--- src/include/voltage_detector_map.vh ---
`ifndef VOLTAGE_DETECTOR_MAP_VH
`define VOLTAGE_DETECTOR_MAP_VH

// Register byte addresses on the Avalon-MM slave
`define VD_ADDR_CONTROL      4'h0
`define VD_ADDR_FLAGS        4'h4
`define VD_ADDR_ENABLES      4'h8
`define VD_ADDR_CORE_IRQ     4'hC

// Control register field positions
`define VD_BIT_DIRECTION     7
`define VD_BIT_UNUSED6       6
`define VD_BIT_REF_STABLE    5
`define VD_BIT_POWER_ON      4
`define VD_LEVEL_MSB         3
`define VD_LEVEL_LSB         0

// Flag, enable and core irq bit positions
`define VD_BIT_EVENT         2
`define VD_BIT_GLOBAL_IRQ    7

// Reset values and the special level codes
`define VD_CONTROL_RESET     8'h05
`define VD_LEVEL_RESET       4'h5
`define VD_LEVEL_EXTERNAL    4'hF
`define VD_LEVEL_RESERVED    4'h0

// Settling time in nanoseconds and the clock period
`define VD_SETTLE_TIME_NS    20000
`define VD_CLK_PERIOD_NS     100

`endif
--- src/core/supply_voltage_trip_detector.v ---
`timescale 1ns/1ps
`include "voltage_detector_map.vh"

module supply_voltage_trip_detector #(
    parameter SETTLE_CYCLES = (`VD_SETTLE_TIME_NS + `VD_CLK_PERIOD_NS - 1) / `VD_CLK_PERIOD_NS
) (
    input  wire        i_core_clk,        // System clock, 10 MHz
    input  wire        i_sys_rst,         // Synchronous reset, active high
    input  wire        i_clk_en,          // Freezes all state while low
    input  wire [3:0]  avs_address,       // Byte address
    input  wire        avs_read,          // Read request
    input  wire        avs_write,         // Write request
    input  wire [31:0] avs_writedata,     // Write data
    input  wire [3:0]  avs_byteenable,    // Byte lanes
    output reg  [31:0] avs_readdata,      // Read data
    output wire        avs_waitrequest,   // Stall until answer is ready
    output reg  [1:0]  avs_response,      // 00 okay, 10 slave error
    input  wire        i_comp_internal,   // Comparator: supply at/above internal tap
    input  wire        i_comp_external,   // Comparator: supply at/above external pin level
    input  wire        i_sleep,           // Device is in sleep
    output reg         o_analog_power_on, // Powers ladder and comparator
    output reg  [3:0]  o_ladder_tap,      // Internal tap selection
    output reg         o_external_sel,    // Routes external trip input to comparator
    output reg         o_irq,             // Interrupt request to the core
    output reg         o_wake,            // Wake request out of sleep
    output reg         o_vector           // Branch to vector after wake
);

    // Settling counter width; wide enough to hold the full count
    // The count is the settle time over the clock period, rounded up,
    // so the detector never arms before the reference has settled
    // A different clock needs a matching settle count at the instance
    localparam CW = (SETTLE_CYCLES > 1) ? $clog2(SETTLE_CYCLES + 1) : 1;

    // One-hot detector states
    // Only the armed state lets a trip reach the event flag
    localparam [2:0] ST_OFF    = 3'b001; // Powered down, stable flag low
    localparam [2:0] ST_SETTLE = 3'b010; // Reference settling, trips ignored
    localparam [2:0] ST_ARMED  = 3'b100; // Reference stable, trips set the event flag

    // Detector sequencing
    reg  [2:0]    state_q;         // Detector state
    reg  [2:0]    state_d;         // Next state
    reg  [CW-1:0] settle_cnt_q;    // Settling countdown
    reg  [CW-1:0] settle_cnt_d;    // Next countdown
    // Control register bits
    reg           trip_direction_select;   // Bit 7
    reg           detector_power_on;       // Bit 4
    reg  [3:0]    trip_level_select;       // Bits 3..0
    reg           reference_stable_flag;   // Bit 5, read-only
    // Flag and enable bits
    reg           voltage_event_flag;      // Sticky event flag
    reg           voltage_event_irq_enable;// Event interrupt enable
    reg           voltage_event_priority;  // Stored priority bit
    reg           global_irq_enable;       // Global enable
    // Bus handshake
    reg           ack_q;           // Answer pending for the current access
    wire          access;          // Request present
    // Register write strobes, one per address
    wire          wr_ctrl;         // Write to control
    wire          wr_flags;        // Write to flags
    wire          wr_en;           // Write to enables
    wire          wr_core;         // Write to core irq control
    // Comparator path
    wire          comp_level;      // Selected comparator output
    wire          trip;            // Trip condition in chosen direction
    wire          clear_event;     // Software clears the event flag

    // Decode for a mapped register address
    function mapped;
        input [3:0] a;
        begin
            mapped = (a == `VD_ADDR_CONTROL) || (a == `VD_ADDR_FLAGS) ||
                     (a == `VD_ADDR_ENABLES) || (a == `VD_ADDR_CORE_IRQ);
        end
    endfunction

    // Decode for the level code that selects the external pin
    // Shared by the comparator mux and the routing output, so the
    // two agree on which source is live, the routing output one edge later
    // The reserved code gets no special decode and uses a ladder tap
    function ext_level;
        input [3:0] lvl;
        begin
            ext_level = (lvl == `VD_LEVEL_EXTERNAL);
        end
    endfunction

    // Any request on the slave
    assign access   = avs_read | avs_write;
    // One wait cycle: answer one edge after the request appears
    // While the clock enable is low nothing is taken, so the slave
    // keeps stalling instead of letting a write slip past unheard
    assign avs_waitrequest = access & (~ack_q | ~i_clk_en);
    // Strobes need ack_q, so a write lands once, at the taken edge
    assign wr_ctrl  = avs_write & ack_q & avs_byteenable[0] & (avs_address == `VD_ADDR_CONTROL);
    assign wr_flags = avs_write & ack_q & avs_byteenable[0] & (avs_address == `VD_ADDR_FLAGS);
    assign wr_en    = avs_write & ack_q & avs_byteenable[0] & (avs_address == `VD_ADDR_ENABLES);
    assign wr_core  = avs_write & ack_q & avs_byteenable[0] & (avs_address == `VD_ADDR_CORE_IRQ);

    // Comparator mux: external pin on the all-ones level
    assign comp_level = ext_level(trip_level_select) ?
                        i_comp_external : i_comp_internal;
    // Direction: set means at/above, clear means at/below
    // Both comparator inputs read high while the supply is at/above
    assign trip = trip_direction_select ? comp_level : ~comp_level;
    // Writing zero to the event bit clears it; writing one does nothing
    assign clear_event = wr_flags & ~avs_writedata[`VD_BIT_EVENT];

    // Handshake tracking
    // High for the one cycle in which the answer stands
    always @(posedge i_core_clk) begin
        if (i_sys_rst) begin
            ack_q <= 1'b0;
        end else if (i_clk_en) begin
            ack_q <= access & ~ack_q;
        end
    end

    // Read data and response, presented at the answering edge
    always @(posedge i_core_clk) begin
        if (i_sys_rst) begin
            avs_readdata <= 32'h0000_0000;
            avs_response <= 2'b00;
        // Load at the first edge so the data stand at the answering edge
        end else if (i_clk_en && access && !ack_q) begin
            avs_readdata <= 32'h0000_0000;
            // Unmapped addresses answer with a slave error and zero data
            avs_response <= mapped(avs_address) ? 2'b00 : 2'b10;
            case (avs_address)
                `VD_ADDR_CONTROL: begin
                    // Bit 6 stays zero
                    avs_readdata[7:0] <= {trip_direction_select, 1'b0,
                                          reference_stable_flag, detector_power_on,
                                          trip_level_select};
                end
                // Event flag in bit 2
                `VD_ADDR_FLAGS: begin
                    avs_readdata[`VD_BIT_EVENT] <= voltage_event_flag;
                end
                // Event enable in bit 2, stored priority in bit 10
                `VD_ADDR_ENABLES: begin
                    avs_readdata[`VD_BIT_EVENT] <= voltage_event_irq_enable;
                    avs_readdata[`VD_BIT_EVENT + 8] <= voltage_event_priority;
                end
                // Global enable in bit 7
                `VD_ADDR_CORE_IRQ: begin
                    avs_readdata[`VD_BIT_GLOBAL_IRQ] <= global_irq_enable;
                end
                default: begin
                    avs_readdata <= 32'h0000_0000;
                end
            endcase
        end
    end

    // Software-written registers
    // Bits 6 and 5 of the control byte have no storage here: the
    // unused bit is a constant zero and the stable flag is owned by
    // the sequencer below
    always @(posedge i_core_clk) begin
        if (i_sys_rst) begin
            // Reset state turns the detector off
            trip_direction_select    <= 1'b0;
            detector_power_on        <= 1'b0;
            trip_level_select        <= `VD_LEVEL_RESET;
            // Interrupt enables start cleared
            voltage_event_irq_enable <= 1'b0;
            voltage_event_priority   <= 1'b0;
            global_irq_enable        <= 1'b0;
        end else if (i_clk_en) begin
            if (wr_ctrl) begin
                // Bit 5 and bit 6 are not writable
                trip_direction_select <= avs_writedata[`VD_BIT_DIRECTION];
                detector_power_on     <= avs_writedata[`VD_BIT_POWER_ON];
                trip_level_select     <= avs_writedata[`VD_LEVEL_MSB:`VD_LEVEL_LSB];
            end
            // Enable and stored priority bit share one write
            if (wr_en) begin
                voltage_event_irq_enable <= avs_writedata[`VD_BIT_EVENT];
                voltage_event_priority   <= avs_writedata[`VD_BIT_EVENT + 8];
            end
            // Global enable lives in the core irq control word
            if (wr_core) begin
                global_irq_enable <= avs_writedata[`VD_BIT_GLOBAL_IRQ];
            end
        end
    end

    // Detector state machine and settling countdown
    // A disable from any state returns to off, so the next enable
    // always passes through a fresh settle
    always @* begin
        state_d      = state_q;
        settle_cnt_d = settle_cnt_q;
        case (state_q)
            // Wait for software to power the detector
            ST_OFF: begin
                if (detector_power_on) begin
                    // Every enable restarts the fixed-time settle
                    state_d      = ST_SETTLE;
                    settle_cnt_d = SETTLE_CYCLES[CW-1:0];
                end
            end
            // Count down; the last count arms the detector
            ST_SETTLE: begin
                if (!detector_power_on) begin
                    state_d = ST_OFF;
                end else if (settle_cnt_q <= {{(CW-1){1'b0}}, 1'b1}) begin
                    state_d      = ST_ARMED;
                    settle_cnt_d = {CW{1'b0}};
                end else begin
                    settle_cnt_d = settle_cnt_q - {{(CW-1){1'b0}}, 1'b1};
                end
            end
            // Stay armed until software powers down
            ST_ARMED: begin
                if (!detector_power_on) begin
                    state_d = ST_OFF;
                end
            end
            default: begin
                state_d      = ST_OFF;
                settle_cnt_d = {CW{1'b0}};
            end
        endcase
    end

    // State registers and stable flag; disable clears stable
    // The stable flag follows the next state, so it rises with the
    // armed state and falls with the disable
    always @(posedge i_core_clk) begin
        if (i_sys_rst) begin
            state_q               <= ST_OFF;
            settle_cnt_q          <= {CW{1'b0}};
            reference_stable_flag <= 1'b0;
        end else if (i_clk_en) begin
            state_q               <= state_d;
            settle_cnt_q          <= settle_cnt_d;
            reference_stable_flag <= (state_d == ST_ARMED);
        end
    end

    // Sticky event flag; a trip in the clearing cycle wins
    // A clear that meets a trip loses, so no crossing is lost between
    // a read of the flag and the clear that follows it
    always @(posedge i_core_clk) begin
        if (i_sys_rst) begin
            voltage_event_flag <= 1'b0;
        end else if (i_clk_en) begin
            // Only armed and powered, also while in sleep
            if (reference_stable_flag && detector_power_on && trip) begin
                voltage_event_flag <= 1'b1;
            // Software clear, only with no trip present
            end else if (clear_event) begin
                voltage_event_flag <= 1'b0;
            end
        end
    end

    // Analog controls, interrupt, wake and vector outputs
    // All registered, one edge behind the bits that drive them
    always @(posedge i_core_clk) begin
        if (i_sys_rst) begin
            // Everything off and quiet out of reset
            o_analog_power_on <= 1'b0;
            o_ladder_tap      <= 4'h0;
            o_external_sel    <= 1'b0;
            o_irq             <= 1'b0;
            o_wake            <= 1'b0;
            o_vector          <= 1'b0;
        end else if (i_clk_en) begin
            // Ladder and comparator follow the control register
            o_analog_power_on <= detector_power_on;
            o_ladder_tap      <= trip_level_select;
            o_external_sel    <= ext_level(trip_level_select);
            // Both enables needed for an interrupt
            o_irq    <= voltage_event_flag & voltage_event_irq_enable &
                        global_irq_enable;
            // Wake from sleep on the event flag
            o_wake   <= i_sleep & voltage_event_flag & voltage_event_irq_enable;
            // Vector only when globally enabled
            o_vector <= i_sleep & voltage_event_flag & voltage_event_irq_enable &
                        global_irq_enable;
        end
    end

endmodule

--- config.mk ---
export PLATFORM = sky130hd
export DESIGN_NAME = supply_voltage_trip_detector
export DESIGN_NICKNAME = d
export VERILOG_FILES = /design/src/core/supply_voltage_trip_detector.v
export VERILOG_INCLUDE_DIRS = /design/src /design/src/include
export SDC_FILE = /design/constraint.sdc
export NUM_CORES = 1
export LEC_CHECK = 0
export ABC_AREA = 0
export BUFFER_PORTS_ARGS = -buffer_cell sky130_fd_sc_hd__clkbuf_2
export CAP_MARGIN = 0
export CORE_MARGIN = 3
export CORE_UTILIZATION = 51
export DETAILED_ROUTE_END_ITERATION = 6
export GPL_TIMING_DRIVEN = 0
export MAX_ROUTING_LAYER = met4
export PLACE_DENSITY = 0.9
export SLEW_MARGIN = 20
export SYNTH_ARGS = -nofsm -noshare
export SYNTH_HDL_FRONTEND = slang
export SYNTH_SLANG_ARGS = --single-unit
export TNS_END_PERCENT = 30
--- constraint.sdc ---
create_clock -name i_core_clk -period 4.6 [get_ports i_core_clk]
set_clock_uncertainty 0.15 [all_clocks]
set_input_delay 0.92 -clock i_core_clk [delete_from_list [all_inputs] [get_ports i_core_clk]]
set_output_delay 0.92 -clock i_core_clk [all_outputs]
set_load 0.01 [all_outputs]
==> results.md <==
- The achievable clock frequency is 323.4 MHz.
- The final max-slew violation count is 0.
- For this configuration, the core starts out at a cell density of 0.5350.
- The residual antenna-violating net count after detailed routing is 0.
- The routed layout has 1948 vias.
- The violation count after the first detailed-route iteration is 84.
- The overall die width is 71.24 microns.
- After synthesis, the cell types taking the most area are dfxtp_1 (38%), buf_4 (8.6%), mux2i_1 (8.3%), nor2_1 (5.9%), a21oi_1 (2.8%).
- The flow ran to the end, and the final reports show no timing, DRC or antenna violations.
- For the finished layout, the period the worst path requires is 3.093 ns.
- The number of placed I/O pins is 92.
- At the end of the flow the core is filled with cells to 0.6445.
- For the pin with the worst max-slew slack, the measured transition is 0.6674 ns.
- At the placement stage, the worst setup path has a slack of 1.525 ns.
- The most used flip-flop cell after synthesis is dfxtp_1.
- The switching power total is 0.1661 mW.
- The initial antenna violation count came to 0.
- The global routing met3 resource utilization is 0.04488.
- In this run the worst hold path is classified as flip-flop to flip-flop.
- For this design, the CTS-stage hold fixing added 0 buffers.
- Internal power comes to 0.5650 mW.
- The area taken by multi-input logic gates is 1152 sq um.
- The number of vias per cell is 5.181.
- Data arrives at the worst endpoint at 2.02 ns.
- The number of global-route vias before repair was 1837.
- Total power for the finished layout comes to 0.7311 mW.
- The maximum number of pins on one net before global-route repair is 13.
- Excluding fillers, the count of instances in the completed layout stands at 376.
- Setup repair after global routing left no endpoint under its margin.
- The finished layout cell area is 2615 sq um.
- Counting every instance in the synthesized netlist gives 259.
- The clock tree from TritonCTS is yes.
- Of the total power, the share spent switching nets is 0.2272.
- After detailed placement, the total cell area comes to 2499 sq um.
- The met1 layer usage reported by global route is 0.2203.
- The count of buffers inserted at the top-level ports is 35.
- The number of antenna cells inserted is 0.
- The type of the worst setup path is primary input to primary output.
- The leakage power is 1.150 nW.
- The total length of routed wires is 5098 microns.
- The post-cts sizing count is 0.
- The share of post-route cells with drive strength above 1 is 0.2331.
- The maximum count of clock buffers along a single path is 2.
- The mean area per synthesized cell is 8.382 sq um.
- The number of different library cells in the post-synthesis netlist is 45.
- The tree built by TritonCTS fans out to 41 sinks.
- The clock tree synthesis step divided the H-tree into 2 levels.
- The worst-case setup margin in the final layout is 1.507 ns.
- Counting tap cells, the placed design contains a total of 368 instances.
- The floorplan step defined a die boundary enclosing 5075 sq um.
- The warning count from the yosys run is 0.
- The power density over cell area is 279.6 nW/um^2.
- After the last flow step, the layout net total stands at 375.
- The final total negative setup slack is 0 ns.
- Counting flops with an async set or reset pin after synthesis yields a share of 0.
- The final cycle utilization of the critical path is 0.6723.
- The layer carrying the most global-route usage is met2.
- The endpoint kind of the worst setup timing path is a primary output.
- The total area inside the core boundary comes to 4058 sq um.
- The number of setup buffers added after CTS is 0.
- The number of synthesized register bits is 41.
- In the global route stage, overall resource usage came out at 0.2008.
- At the end of routability-driven placement, the weighted congestion stood at 0.8711.
- After clock tree synthesis, the clock-pin slew on the worst setup and hold paths is 0.08 ns.
- The die is 71.24 microns tall.
- The count of final hold-check violations is 0.
- The share of the Yosys chip area taken by registers is 0.3781.
- The worst-path maximum fanout is 10.
- Of the total power, combinational logic draws 0.098.
- Summing every instance area after synthesis gives 2171 sq um.
- The number of placement rows is 23.
- The first global-routing pass estimated 8045 microns of wire.
- The routing usage on met2 is 0.3571.
- The worst vdd rail ir drop is 0.0002016 V.
- In the final layout, flip-flops and latches occupy 820.8 sq um.
- The wire length per cell is 13.56 microns.
- Fill cells in the final layout number 336.
- The startpoint kind of the worst setup timing path is a primary input.
- Of the post-synthesis cell area, the dominant cell type holds 0.3781.
- The count of flip-flops with a built-in enable after synthesis is 0.
- Of the total power, the clock network draws 0.410.
- The share of total power in sequential cells is 0.492.
- The root cell of the clock tree is clkbuf_8.
- After detailed routing, the number of remaining DRC violations is 0.
- Setup violations remaining at the end of the flow were counted as 0.
- The headroom to the max-slew limit is 0.5516.
- STA puts the critical path data required time at 3.53 ns.
- The total overflow left after global routing is 0.
- Max-cap violations in this run came to 0.
- The final-layout worst hold slack is 0.3164 ns.
- From synthesis to final layout, the design area changed by 20.46%.
- The insertion delay to the later sink of the worst-skew pair is 0.29 ns.
- The pre-antenna-repair detailed-routing pass consisted of 4 iterations.
- Once detailed placement completed, the half-perimeter wirelength came to 3887 microns.
- The biggest area contributor in the post-synthesis netlist is dfxtp_1.
- The total clock buffers created by CTS is 5.
## flip-flops by register name, indices dropped and copies added, names as in the netlist, 3 cells and up
| name | flops |
|---|---|
| settle_cnt_q | 8 |
| trip_level_select | 4 |
| avs_readdata | 8 |
| o_ladder_tap | 4 |
| state_q | 3 |
## cell usage after synthesis (all sizes together) (3+ instances only)
| library cell | number |
|---|---|
| a211oi | 6 |
| a21oi | 12 |
| a22oi | 5 |
| and3 | 3 |
| buf | 27 |
| clkbuf | 15 |
| dfxtp | 41 |
| inv | 9 |
| mux2i | 18 |
| nand2 | 16 |
| nand2b | 6 |
| nand3 | 5 |
| nand4 | 4 |
| nor2 | 34 |
| nor3 | 6 |
| nor3b | 4 |
| nor4 | 4 |
| o21a | 3 |
| o21ai | 8 |
| or4 | 4 |
| xnor2 | 3 |
## power groups by stage
stage,clock (mW),sequential [mW],combinational (mW)
after global placement,0,0.368,0.0683
final,0.300,0.360,0.0715
after global routing,0.314,0.360,0.0779
after detailed placement,0,0.368,0.0698
after floorplan,0,0.369,0.0504
after CTS,0.303,0.360,0.0702
## cells by family (layout without fill, tap and decap cells)
kind of cell | Yosys count | count (layout) | synth area share
flip-flops | 41 | 41 | 0.3781
XOR/XNOR | 4 | 4 | 0.01614
AO/OA/AOI/OAI | 49 | 49 | 0.1568
multiplexers | 18 | 18 | 0.08300
buffers and inverters | 51 | 94 | 0.1326
other | 1 | 25 | 0.001727
AND/OR/NAND/NOR | 93 | 93 | 0.2202
adder cells (fa/ha/maj) | 2 | 2 | 0.01153
## routing by layer
metal  vias up  routed length, microns
met2        62                    2740
met4         0                      59
li1        985                       -
met5         -                       0
met1       892                    2039
met3         9                     259
## cells in the final DEF, fill, tap and decap left out, types with 6 or more instances in the layout
master    count
o21ai_0       8
clkbuf_1     16
inv_1         9
nor3_1        6
nand2_1      16
a21oi_1      12
nor2_1       34
dfxtp_1      41
buf_4        25
mux2i_1      18
clkbuf_2     35
conb_1       25
nand2b_1      6
clkbuf_8      6
## worst max-delay path, stage by stage
cell      delay, ns
clkbuf_2       0.10
buf_2          0.21
clkbuf_1       0.48
a21oi_1        0.14
clkbuf_2       0.17
## cell type report
type | count | share of cell area
Multi-Input combinational cell | 191 | 0.4407
Sequential cell | 41 | 0.3139
Buffer | 42 | 0.09713
Timing Repair Buffer | 35 | 0.06699
Clock buffer | 7 | 0.03301
Tap cell | 50 | 0.02392
Inverter | 9 | 0.01292
Clock inverter | 1 | 0.01148
## final timing paths
path,cells after the start,start,endpoint,slack (ns)
worst max-delay path,5,i_clk_en,avs_waitrequest,1.51
worst min-delay path,2,o_vector,o_vector,0.32
worst max register to register,5,settle_cnt_q[2],settle_cnt_q[1],2.53
worst min register to register,2,o_vector,o_vector,0.32
No activity file was read; power rests on OpenSTA's default activity.
